--- config.mk ---
export PLATFORM = sky130hd
export DESIGN_NAME = legacy_compat
export DESIGN_NICKNAME = d
export VERILOG_FILES = /design/src/hw/compat_pkg.sv /design/src/hw/port_bank.sv /design/src/hw/legacy_compat.sv
export SDC_FILE = /design/constraint.sdc
export NUM_CORES = 1
export LEC_CHECK = 0
export ABC_AREA = 1
export BUFFER_PORTS_ARGS = -buffer_cell sky130_fd_sc_hd__buf_2
export CAP_MARGIN = 20
export CORE_UTILIZATION = 45
export DETAILED_ROUTE_END_ITERATION = 16
export GPL_TIMING_DRIVEN = 0
export PLACE_DENSITY_LB_ADDON = 0.05
export SLEW_MARGIN = 20
export SYNTH_ARGS = -nofsm -noshare
export SYNTH_HDL_FRONTEND = slang
export SYNTH_HIERARCHICAL = 1
export SYNTH_SLANG_ARGS = --single-unit
export TNS_END_PERCENT = 20
--- constraint.sdc ---
create_clock -name pclk -period 18.6 [get_ports pclk]
set_clock_uncertainty 0.15 [all_clocks]
set_input_delay 1.86 -clock pclk [delete_from_list [all_inputs] [get_ports pclk]]
set_output_delay 1.86 -clock pclk [all_outputs]
set_load 0.02 [all_outputs]
--- src/hw/compat_pkg.sv ---
// Constants, register map and carrier types for the legacy compatibility block.
// Assumes a single 250 MHz clock domain and an APB master with 32-bit data.
package compat_pkg;

	// Clock and reset figures
	localparam int CLK_PERIOD_PS = 4000;
	localparam int RESET_MIN_PULSE_NS = 2500; // board must hold reset low this long
	localparam int WDT_UNLOCK_NS = 16;
	localparam int WDT_UNLOCK_CYCLES = (WDT_UNLOCK_NS * 1000) / CLK_PERIOD_PS;

	// Port geometry: four 8-bit ports and one 3-bit port
	localparam int NUM_PORTS = 5;
	localparam int PORT_MAX_W = 8;
	localparam int PORT_E_W = 3;
	localparam int PIN_COUNT = 35;
	localparam int JTAG_PORT = 2;
	localparam logic [7:0] JTAG_PULL_MASK = 8'hB0; // data in, mode select, test clock

	// Data space map of the core
	localparam logic [15:0] EXT_IO_LO = 16'h0060;
	localparam logic [15:0] EXT_IO_HI = 16'h00FF;
	localparam logic [15:0] TIMER2_LO = 16'h0080;
	localparam logic [15:0] TIMER2_HI = 16'h008B;

	// Interrupt vector table sizes (arbitrary plain values)
	localparam int VEC_LEGACY = 20;
	localparam int VEC_EXTENDED = 28;
	localparam int VEC_W = 5;

	// APB register byte addresses
	localparam int ADDR_W = 12;
	localparam logic [11:0] ADDR_STATUS = 12'h000;
	localparam logic [11:0] ADDR_WDT = 12'h004;
	localparam logic [11:0] ADDR_BAUD0 = 12'h008;
	localparam logic [11:0] ADDR_BAUD1 = 12'h00C;
	localparam logic [11:0] ADDR_RX_DATA = 12'h010;
	localparam logic [11:0] ADDR_RX_STAT = 12'h014;
	localparam logic [11:0] ADDR_PC_MASK = 12'h018;
	localparam logic [11:0] ADDR_PORT_BASE = 12'h020;
	localparam logic [11:0] ADDR_PORT_END = 12'h06F;
	localparam logic [3:0] PORT_DIR_OFS = 4'h0;
	localparam logic [3:0] PORT_OUT_OFS = 4'h4;
	localparam logic [3:0] PORT_IN_OFS = 4'h8;

	// Field positions
	localparam int WDT_PERIOD_W = 3;
	localparam int WDT_CHANGE_BIT = 4;
	localparam int BAUD_HIGH_W = 4;
	localparam int RX_AVAIL_BIT = 0;
	localparam int RX_FULL_BIT = 1;
	localparam int RX_OVERRUN_BIT = 2;

	// Reset values
	localparam logic [2:0] WDT_PERIOD_RST = 3'h0;
	localparam logic [3:0] BAUD_HIGH_RST = 4'h0;
	localparam logic [7:0] PORT_RST = 8'h00;

	// Feature set that follows the compatibility fuse
	typedef struct packed {
		logic ext_vectors;
		logic timer2;
		logic pin_change;
		logic rx_double;
		logic wdt_timed;
		logic ext_io;
	} feature_t;

	// Receive byte with its strobe
	typedef struct packed {
		logic valid;
		logic [7:0] data;
	} rx_byte_t;

	typedef logic [PIN_COUNT-1:0] pins_t;

endpackage : compat_pkg

--- src/hw/port_bank.sv ---
// One general I/O port: direction, drive, pull-up and input sampling.
// Assumes dir and out come from flip-flops cleared by the device reset.
`timescale 1ns/10ps
module port_bank #(
	parameter int W = 8
) (
	// Clock and reset
	input wire logic pclk,
	input wire logic rst_n,
	// Control from the register file and the JTAG fuse
	input wire logic [W-1:0] dir,
	input wire logic [W-1:0] out,
	input wire logic [W-1:0] pull_force,
	// Pad
	input wire logic [W-1:0] pin_i,
	output logic [W-1:0] pin_o,
	output logic [W-1:0] pin_oe,
	output logic [W-1:0] pull_en,
	// Sampled pin level
	output logic [W-1:0] pin_val
);

	// Drivers off at once while reset is low, clock or no clock
	assign pin_oe = dir & {W{rst_n}};
	assign pin_o = out;

	// Per-bit pull-up on inputs, forced ones survive reset
	assign pull_en = (~dir & out & {W{rst_n}}) | pull_force;

	// Input sampling register
	always_ff @(posedge pclk or negedge rst_n) begin
		if (!rst_n) begin
			pin_val <= '0;
		end else begin
			pin_val <= pin_i;
		end
	end

endmodule : port_bank

--- src/hw/legacy_compat.sv ---
// Legacy compatibility fuse handling, port reset behaviour and APB registers.
// Assumes an APB master on pclk and a reset pin that may arrive without a clock.
//
// Behaviour
// - Fuse set: extended I/O becomes plain RAM.
// - Fuse set: watchdog period needs no unlock.
// - Fuse set: receiver keeps one byte only.
// - Fuse set: no pin-change requests at all.
// - Fuse set: second 16-bit timer unreachable.
// - Two baud-high registers, fixed addresses always.
// - Reset tri-states all port pins instantly.
// - Each port bit has own pull-up.
// - JTAG enabled: test pin pull-ups stay on.
// - Low reset pin resets without clock.
// - Extended I/O spans 0x60 to 0xFF.
// - Fuse set: extended vectors are removed.
//
// Added by the designer: the APB slave port and the placing of the registers.
`timescale 1ns/10ps
module legacy_compat (
	// Clock and resets
	input wire logic pclk,
	input wire logic presetn,
	input wire logic reset_pin_n,
	// Fuses
	input wire logic legacy_compat_fuse,
	input wire logic jtag_enable,
	// APB slave
	input wire logic psel,
	input wire logic penable,
	input wire logic pwrite,
	input wire logic [11:0] paddr,
	input wire logic [31:0] pwdata,
	output logic [31:0] prdata,
	output logic pready,
	output logic pslverr,
	// Core data-space decode
	input wire logic [15:0] core_addr,
	input wire logic core_valid,
	output logic ext_io_sel,
	output logic ram_sel,
	output logic timer2_sel,
	// Interrupt vectors
	input wire logic [compat_pkg::VEC_EXTENDED-1:0] irq_req,
	output logic vec_valid,
	output logic [compat_pkg::VEC_W-1:0] vec_num,
	// Serial receiver and baud
	input compat_pkg::rx_byte_t rx_in,
	output logic [3:0] serial0_baud_high,
	output logic [3:0] serial1_baud_high,
	// Watchdog and pin change
	output logic [2:0] wdt_period,
	output logic pin_change_req,
	// Feature set
	output compat_pkg::feature_t features,
	// Port pads
	input compat_pkg::pins_t pin_i,
	output compat_pkg::pins_t pin_o,
	output compat_pkg::pins_t pin_oe,
	output compat_pkg::pins_t pull_en
);

	// Address range checks
	function automatic logic in_range(input logic [15:0] a, input logic [15:0] lo,
		input logic [15:0] hi);
		return (a >= lo) && (a <= hi);
	endfunction : in_range

	// Width of a port by index
	function automatic int port_width(input int p);
		return (p == compat_pkg::NUM_PORTS - 1) ? compat_pkg::PORT_E_W : compat_pkg::PORT_MAX_W;
	endfunction : port_width

	logic rst_n;
	logic armed_reg;
	logic compat_reg;
	logic compat_now;
	logic [4:0][7:0] dir_reg;
	logic [4:0][7:0] out_reg;
	logic [4:0][7:0] in_val;
	logic [7:0] pc_mask_reg;
	logic [7:0] pc_prev_reg;
	logic [2:0] wdt_period_reg;
	logic [2:0] unlock_cnt_reg;
	logic [3:0] baud0_reg;
	logic [3:0] baud1_reg;
	logic [7:0] rx_head_reg;
	logic [7:0] rx_tail_reg;
	logic [1:0] rx_count_reg;
	logic rx_overrun_reg;
	logic [31:0] prdata_reg;
	logic wr_en;
	logic rd_en;
	logic setup;
	logic port_hit;
	logic [2:0] port_idx;
	logic [3:0] port_ofs;
	logic mapped;
	logic rx_pop;
	logic [1:0] rx_depth;

	// Reset pin and bus reset both act at once
	assign rst_n = presetn & reset_pin_n;

	// Fuse captured on the first edge after reset release
	always_ff @(posedge pclk or negedge rst_n) begin
		if (!rst_n) begin
			armed_reg <= 1'b0;
			compat_reg <= 1'b0;
		end else if (!armed_reg) begin
			armed_reg <= 1'b1;
			compat_reg <= legacy_compat_fuse;
		end
	end

	// Feature set derived from the held fuse state
	always_comb begin
		features.ext_io = ~compat_reg;
		features.wdt_timed = ~compat_reg;
		features.rx_double = ~compat_reg;
		features.pin_change = ~compat_reg;
		features.timer2 = ~compat_reg;
		features.ext_vectors = ~compat_reg;
	end

	// Data-space routing of the extended I/O window
	always_comb begin
		ext_io_sel = core_valid & ~compat_reg
			& in_range(core_addr, compat_pkg::EXT_IO_LO, compat_pkg::EXT_IO_HI);
		ram_sel = core_valid & ~ext_io_sel;
		timer2_sel = ext_io_sel
			& in_range(core_addr, compat_pkg::TIMER2_LO, compat_pkg::TIMER2_HI);
	end

	// Fuse level on the latching edge, held copy afterwards
	assign compat_now = armed_reg ? compat_reg : legacy_compat_fuse;

	// Vector arbitration, lowest number first, legacy table only in compat
	always_ff @(posedge pclk or negedge rst_n) begin
		if (!rst_n) begin
			vec_valid <= 1'b0;
			vec_num <= '0;
		end else begin
			vec_valid <= 1'b0;
			vec_num <= '0;
			for (int i = compat_pkg::VEC_EXTENDED - 1; i >= 0; i--) begin
				if (irq_req[i] && (!compat_now || i < compat_pkg::VEC_LEGACY)) begin
					vec_valid <= 1'b1;
					vec_num <= i[compat_pkg::VEC_W-1:0];
				end
			end
		end
	end

	// APB decode
	assign setup = psel & ~penable;
	assign wr_en = psel & penable & pwrite;
	assign rd_en = psel & penable & ~pwrite;
	assign port_hit = (paddr >= compat_pkg::ADDR_PORT_BASE) && (paddr <= compat_pkg::ADDR_PORT_END);
	assign port_idx = paddr[6:4] - 3'd2;
	assign port_ofs = paddr[3:0];
	assign pready = 1'b1;

	always_comb begin
		case (paddr)
			compat_pkg::ADDR_STATUS, compat_pkg::ADDR_WDT, compat_pkg::ADDR_BAUD0,
			compat_pkg::ADDR_BAUD1, compat_pkg::ADDR_RX_DATA, compat_pkg::ADDR_RX_STAT,
			compat_pkg::ADDR_PC_MASK: mapped = 1'b1;
			default: mapped = port_hit && (port_ofs == compat_pkg::PORT_DIR_OFS
				|| port_ofs == compat_pkg::PORT_OUT_OFS || port_ofs == compat_pkg::PORT_IN_OFS);
		endcase
	end
	assign pslverr = psel & penable & ~mapped;

	// Read data captured in the setup cycle
	always_ff @(posedge pclk or negedge rst_n) begin
		if (!rst_n) begin
			prdata_reg <= '0;
		end else if (setup) begin
			prdata_reg <= '0;
			case (paddr)
				compat_pkg::ADDR_STATUS: prdata_reg <= {26'h0, features};
				compat_pkg::ADDR_WDT: prdata_reg <= {27'h0, (unlock_cnt_reg != 3'h0),
					1'b0, wdt_period_reg};
				compat_pkg::ADDR_BAUD0: prdata_reg <= {28'h0, baud0_reg};
				compat_pkg::ADDR_BAUD1: prdata_reg <= {28'h0, baud1_reg};
				compat_pkg::ADDR_RX_DATA: prdata_reg <= {24'h0, rx_head_reg};
				compat_pkg::ADDR_RX_STAT: prdata_reg <= {29'h0, rx_overrun_reg,
					(rx_count_reg == rx_depth), (rx_count_reg != 2'd0)};
				compat_pkg::ADDR_PC_MASK: prdata_reg <= {24'h0, pc_mask_reg & {8{~compat_reg}}};
				default: begin
					if (port_hit && port_ofs == compat_pkg::PORT_DIR_OFS)
						prdata_reg <= {24'h0, dir_reg[port_idx]};
					else if (port_hit && port_ofs == compat_pkg::PORT_OUT_OFS)
						prdata_reg <= {24'h0, out_reg[port_idx]};
					else if (port_hit && port_ofs == compat_pkg::PORT_IN_OFS)
						prdata_reg <= {24'h0, in_val[port_idx]};
				end
			endcase
		end
	end
	assign prdata = prdata_reg;

	// Port direction and output registers, cleared asynchronously
	always_ff @(posedge pclk or negedge rst_n) begin
		if (!rst_n) begin
			dir_reg <= '0;
			out_reg <= '0;
		end else if (wr_en && port_hit) begin
			if (port_ofs == compat_pkg::PORT_DIR_OFS)
				dir_reg[port_idx] <= pwdata[7:0];
			else if (port_ofs == compat_pkg::PORT_OUT_OFS)
				out_reg[port_idx] <= pwdata[7:0];
		end
	end

	// Port pad banks
	for (genvar g = 0; g < compat_pkg::NUM_PORTS; g++) begin : g_port
		localparam int W = port_width(g);
		localparam int B = g * compat_pkg::PORT_MAX_W;
		logic [W-1:0] force_pull;
		logic [W-1:0] val;
		// Test pins keep pull-ups while the debug port is enabled
		assign force_pull = (g == compat_pkg::JTAG_PORT) ?
			compat_pkg::JTAG_PULL_MASK[W-1:0] & {W{jtag_enable}} : '0;
		port_bank #(.W(W)) u_bank (
			.pclk(pclk),
			.rst_n(rst_n),
			.dir(dir_reg[g][W-1:0]),
			.out(out_reg[g][W-1:0]),
			.pull_force(force_pull),
			.pin_i(pin_i[B+W-1:B]),
			.pin_o(pin_o[B+W-1:B]),
			.pin_oe(pin_oe[B+W-1:B]),
			.pull_en(pull_en[B+W-1:B]),
			.pin_val(val)
		);
		if (W < compat_pkg::PORT_MAX_W) begin : g_pad
			assign in_val[g] = {{(compat_pkg::PORT_MAX_W - W){1'b0}}, val};
		end else begin : g_full
			assign in_val[g] = val;
		end
	end

	// Baud high bytes, one per channel, map unchanged by the fuse
	always_ff @(posedge pclk or negedge rst_n) begin
		if (!rst_n) begin
			baud0_reg <= compat_pkg::BAUD_HIGH_RST;
			baud1_reg <= compat_pkg::BAUD_HIGH_RST;
		end else if (wr_en) begin
			if (paddr == compat_pkg::ADDR_BAUD0)
				baud0_reg <= pwdata[3:0];
			if (paddr == compat_pkg::ADDR_BAUD1)
				baud1_reg <= pwdata[3:0];
		end
	end
	assign serial0_baud_high = baud0_reg;
	assign serial1_baud_high = baud1_reg;

	// Watchdog period with timed change window in native mode
	always_ff @(posedge pclk or negedge rst_n) begin
		if (!rst_n) begin
			wdt_period_reg <= compat_pkg::WDT_PERIOD_RST;
			unlock_cnt_reg <= '0;
		end else begin
			if (unlock_cnt_reg != 3'h0)
				unlock_cnt_reg <= unlock_cnt_reg - 3'h1;
			if (wr_en && paddr == compat_pkg::ADDR_WDT) begin
				if (compat_reg) begin
					wdt_period_reg <= pwdata[2:0];
				end else if (pwdata[compat_pkg::WDT_CHANGE_BIT]) begin
					unlock_cnt_reg <= 3'(compat_pkg::WDT_UNLOCK_CYCLES);
				end else if (unlock_cnt_reg != 3'h0) begin
					wdt_period_reg <= pwdata[2:0];
					unlock_cnt_reg <= '0;
				end
			end
		end
	end
	assign wdt_period = wdt_period_reg;

	// Receive holding: two bytes native, one byte in compat
	assign rx_depth = compat_reg ? 2'd1 : 2'd2;
	assign rx_pop = rd_en && paddr == compat_pkg::ADDR_RX_DATA && rx_count_reg != 2'd0;

	always_ff @(posedge pclk or negedge rst_n) begin
		if (!rst_n) begin
			rx_head_reg <= '0;
			rx_tail_reg <= '0;
			rx_count_reg <= '0;
			rx_overrun_reg <= 1'b0;
		end else begin
			if (rx_pop && paddr == compat_pkg::ADDR_RX_DATA)
				rx_overrun_reg <= 1'b0;
			if (rx_pop) begin
				rx_head_reg <= rx_tail_reg;
				rx_count_reg <= rx_count_reg - 2'd1;
			end
			if (rx_in.valid) begin
				if (rx_count_reg == rx_depth && !rx_pop) begin
					rx_overrun_reg <= 1'b1;
				end else begin
					if (rx_count_reg == 2'd0 || (rx_pop && rx_count_reg == 2'd1))
						rx_head_reg <= rx_in.data;
					else
						rx_tail_reg <= rx_in.data;
					rx_count_reg <= rx_pop ? rx_count_reg : rx_count_reg + 2'd1;
				end
			end
		end
	end

	// Pin-change mask, writes ignored in compat
	always_ff @(posedge pclk or negedge rst_n) begin
		if (!rst_n) begin
			pc_mask_reg <= '0;
		end else if (wr_en && paddr == compat_pkg::ADDR_PC_MASK && !compat_reg) begin
			pc_mask_reg <= pwdata[7:0];
		end
	end

	// Pin-change detection on the first port
	always_ff @(posedge pclk or negedge rst_n) begin
		if (!rst_n) begin
			pc_prev_reg <= '0;
			pin_change_req <= 1'b0;
		end else begin
			pc_prev_reg <= in_val[0];
			pin_change_req <= ~compat_reg & (|((in_val[0] ^ pc_prev_reg) & pc_mask_reg));
		end
	end

endmodule : legacy_compat

; ---- Word-level counts from Yosys, hierarchy flattened
; Cells that the tools add are included.
; Widths: inputs -> output; s select.
[classes]
add_sub_neg = 4
n_mul = 0
n_div = 0
n_lt_le_gt_ge = 8
n_eq_ne = 12
shifts = 0
n_mux = 92
bitwise_logic = 43
n_reduce_logical = 45
[ops]
columns = operator, n
row1 = $mux 5, 28
row2 = $and 8x8->8, 14
row3 = $mux 8, 11
row4 = $bwmux 40, 2
row5 = $bmux 8 s3, 3
row6 = $pmux 8 s7, 1
row7 = $eq 12x5->1 const B, 3
row8 = $mux 1, 33
row9 = $le 16x8->1 const B, 2
row10 = $not 8->8, 4
row11 = $logic_and 1x1->1, 25
row12 = $demux 8 s3, 1
row13 = $eq 12x4->1 const B, 2
row14 = $mux 3, 8
row15 = $ge 16x7->1 const B, 1
row16 = $ge 16x8->1 const B, 1
row17 = $eq 12x3->1 const B, 1
row18 = $ge 12x6->1 const B, 1
row19 = $le 12x7->1 const B, 1
row20 = $logic_not 12->1, 1
row21 = $and 1x1->1, 11
row22 = $mux 2, 5
row23 = $and 3x3->3, 3
row24 = $reduce_and 3->1, 3
row25 = other kinds (25), 39
[word_totals]
regBits = 205
latch_bits = 0
ramBits = 0
mem_bits_ro = 0
inputBits = 141
output_inout_bits = 166
word_cells = 235
memories = 0

; ---- Logic depth before layout (Yosys ltp)
[logic_depth]
depth_word = 31
mapped_depth = 27
depth_no_buf = 27

; ---- By module
; The synthesis kept the hierarchy.
[by_module_without_submodules]
columns = mod, n_inst, cells_each, area_per_inst_um2, seq_area_each_um2
row1 = legacy_compat, 1, 953, 7576.0, 3653.5
row2 = port_bank (g_port[0].u_bank ...), 4, 66, 491.7, 200.2
row3 = port_bank (g_port[4].u_bank), 1, 24, 168.9, 75.1

; ---- Worst setup path after synthesis
; Ideal clock, no wire load.
[synth_path]
kind = input to output
startpoint = input presetn
endpoint = output pull_en[12]
arrival_ps = 6528
required_time_ps = 16590
setup_slack_ps = 10062
stages = 6
n_path_buf = 2
path_cell_list = nand2_1 inv_1 buf_6 buf_12 nand3_2 nand2_1
[synth_between]
elab_chain_len = 2
[synth_lines]
columns = item, line_no
row1 = "start, declared", legacy_compat.sv:23  ; input wire logic presetn,
row2 = $and 1x1->1, legacy_compat.sv:103  ; assign rst_n = presetn & reset_pin_n;
row3 = named net rst_n, legacy_compat.sv:74  ; logic rst_n;
row4 = $and 8x8->8, port_bank.sv:28  ; assign pull_en = (~dir & out & {W{rst_n}}) | pull_force;
row5 = "end, declared", legacy_compat.sv:60  ; output compat_pkg::pins_t pull_en
; The timed path passes the listed nets, and every way through them passes these cells.

; ---- Worst setup path after layout
[layout_path]
startpoint = input paddr[5]
endpoint = output pslverr
[layout_between]
elab_chain_len = 6
word_cells_on_any_way = 15
classes_between = order compare: 2 / eq/ne: 6 / mux: 1 / bitwise: 2 / reduce/logical: 4
[layout_lines]
columns = item, line_no
row1 = "start, declared", legacy_compat.sv:32  ; input wire logic [11:0] paddr,
row2 = $ge 12x6->1 / $le 12x7->1 (equally long branches), legacy_compat.sv:159  ; assign port_hit = (paddr >= compat_pkg::ADDR_PORT_BASE) && (paddr <= compat_pkg::ADDR_PORT_END);
row3 = $logic_and 1x1->1, legacy_compat.sv:159
row4 = $logic_and 1x1->1, legacy_compat.sv:169  ; default: mapped = port_hit && (port_ofs == compat_pkg::PORT_DIR_OFS
row5 = $mux 1 *, legacy_compat.sv:165  ; case (paddr)
row6 = $not 1->1 *, legacy_compat.sv:173  ; assign pslverr = psel & penable & ~mapped;
row7 = $and 1x1->1 *, legacy_compat.sv:173
row8 = "end, declared", legacy_compat.sv:36  ; output logic pslverr,
; Every way passes the cells marked *; elsewhere a longest branch is shown, timed or not.

==> impl_metrics.csv <==
group,metric,value,unit
cts,cts_tree,"yes",
critical_path,path_cells,"buf_2 > nor2_1 > nand2_1 > nor2_1 > inv_1 > nor2_1 > a21oi_1 > nand4_1 > a311oi_1 > buf_2",
logic_synthesis,synth_flop_cell,"dfrtp_1",
logic_synthesis,netlist_area,0.00971,mm^2
cts,root_buffer,"clkbuf_16",
timing,rsz0062_at_grt,"false",
critical_path,worstPathRequired,16.59,ns
pwr,vdd_drop_max,0.0648,mV
grt,use_met2,43.1,%
floorplan,chipHeight,149,um
grt,grtUsageMet3,3.61,%
routing,routed_via_density,4.90,
placed_design,gp_congestion,0.919,
timing,finalHoldViolations,0,
routing,post_drt_wl_per_cell,15.5,um
critical_path,crit_path_top_delay_cell,"nor2_1",
cts,htree_levels,4,
cts,path_clk_slew,0.08,ns
logic_synthesis,synthCells,1241,
grt,grt_overflow,0,
timing,hold_ws,0.289,ns
logic_synthesis,ys_seq_elements,181,
pwr,total_power,956,uW
routing,drc,0,
grt,track_usage,26.9,%
grt,grt_pass1_vias,8228,
timing,setup_viol,0,
grt,grt_util_met1,37.4,%
pwr,powerDensity,78.6,mW/mm^2
grt,grt_pass1_wl,45300,um
timing,worst_slew_pin_slew,0.700,ns
floorplan,core-area,0.0211,mm^2
flow_run,max_cap_violations,0,
floorplan,io_pins,307,
routing,drt_pass1_iterations,5,
final_layout,fin_nets,1720,
timing,period_minus_slack,5.78,ns
routing,vias,9108,
placed_design,port_buffers,254,
critical_path,worstPathArrival,3.77,ns
floorplan,dieArea,0.0222,mm^2
placed_design,hpwlAfterDp,22400,um
critical_path,max_stage_delay,0.43,ns
floorplan,die-width,149,um
routing,drt_iter0_markers,629,
logic_synthesis,yosys_warnings,6,
timing,period_share,31.0,%
floorplan,rows,53,
final_layout,diodes,0,
logic_synthesis,synthTopCellsByCount,"321 x nand2_1, 206 x inv_1, 181 x dfrtp_1, 127 x o21ai_0, 71 x nor2_1",
cts,cts_buffers,17,
critical_path,start_kind,"input pin",
logic_synthesis,synth_top_area_share,46.6,%
logic_synthesis,synth.area.top_cells,"dfrtp_1 47%, nand2_1 12%, inv_1 8.0%, o21ai_0 6.5%, buf_4 5.1%",
logic_synthesis,synth_cell_type_count,48,
cts,cts_resized,0,
timing,max_slew_margin,53.3,%
logic_synthesis,seq_area_frac_synth,46.6,%
critical_path,cp_max_fo,6,
status,status,"finished, final reports clean",
critical_path,worstSetupPathType,"in2out",
logic_synthesis,synth.most_common_cell,"nand2_1",
routing,wl,28900,um
cts,cts_sinks,181,
cts,postCtsHoldBufs,0,
grt,busiest_layer,"met2",
cts,post_cts_buffers,0,
critical_path,cp-end-kind,"primary output",
timing,max_freq,173,MHz
logic_synthesis,synth_edf_count,0,
timing,fin_setup_tns,0,ns
grt,antenna_found_initial,0,
logic_synthesis,syn_area_per_cell,7.83,um^2
final_layout,layout-area-overhead-vs-synth,25.2,%
cts,clk_latency,0.44,ns
grt,grt_max_degree,110,
floorplan,start_util,46.1,%
logic_synthesis,async_reset_ff_share,100,%
timing,maxSlewViolCount,0,
min_path,hold_class,"reg2reg",
routing,ant_nets,0,
final_layout,fill_cells,2027,
logic_synthesis,synth_area_leader_cell,"dfrtp_1",
pwr,p_leak,6.53,nW
cts,clockBufferDepth,2,
critical_path,crit_top_cell,"nor2_1",
final_layout,drive_gt1_share,24.7,%
cell type report:
class                      count  area (um^2)  area share [%]
buffer                       111          762            6.27
clock buffer                  17          425            3.50
sequential                   181         4530            37.3
inverter                     211          800            6.58
timing repair buffer         255         1300            10.7
tap                          275          344            2.83
multi-input combinational    794         3840            31.6
clock inverter                15          158            1.30
routing by layer:
metal	routed length, um	vias up
met5	0	-
met3	2000	46
met4	738	0
met2	13600	383
met1	12500	4171
li1	-	4508
cell usage in the layout, fill, tap and decap left out, types with 4 or more instances in the layout:
cell       instances
a21oi_1           27
a41oi_1            5
clkbuf_1          33
nor4_1             4
o22ai_1            6
o21ai_0          127
clkbuf_16         17
a221oi_1          18
nand2_1          321
a31o_2             4
nor3_1             5
conb_1            58
nand3_2            9
nor2_1            71
inv_1            205
a22oi_1            9
buf_12             4
nand4_1            7
o21ai_1           10
nand3_1           51
inv_2              5
dfrtp_1          181
inv_6              6
a31oi_1            8
buf_4             66
a22o_1             9
buf_6              4
ha_1               8
buf_2            256
stage by stage:
stage	instance area [um^2]	worst slack [ns]	std cells	util, %
6_report	12200	12.82	1859	57.6
5_1_grt	12200	12.66	1859	57.6
4_1_cts	12200	12.87	1859	57.6
3_5_place_dp	11600	12.87	1827	54.9
3_3_place_gp	11500	8.32	1826	54.7
2_1_floorplan	9920	10.06	1297	-
power breakdown:
group	total, mW	internal (mW)	switching [mW]
clock	0.356	0.179	0.177
combinational	0.158	0.0595	0.0982
sequential	0.442	0.423	0.0186
total	0.956	0.662	0.293
worst max-delay path: cells and delay by family:
family,cells,cell delay (ns)
simple gates,5,1.28
buf+inv,3,0.46
compound gates,2,0.18
path summary, 6_finish.rpt:
kind | depth (start not counted) | startpoint | slack, ns | end
max | 10 | paddr[5] | 12.82 | pslverr
min | 0 | g_port[0].u_bank/pin_val[2] | 0.29 | pc_prev_reg[2]
max reg2reg | 27 | compat_reg | 16.00 | vec_num[0]
min reg2reg | 0 | g_port[0].u_bank/pin_val[2] | 0.29 | pc_prev_reg[2]
max in group asynchronous | 4 | presetn | 15.94 | dir_reg[0]
min in group asynchronous | 3 | reset_pin_n | 1.42 | vec_num[0]
cells by family after synthesis:
group	Yosys count	share of synthesized area, %
other	2	0.0773
AND/OR/NAND/NOR	481	20.8
adder cells (fa/ha/maj)	8	1.03
buffers and inverters	322	16.0
multiplexers	3	0.348
flip-flops	181	46.6
XOR/XNOR	4	0.361
AO/OA/AOI/OAI	240	14.7
Power figures use the tool's default switching activity.
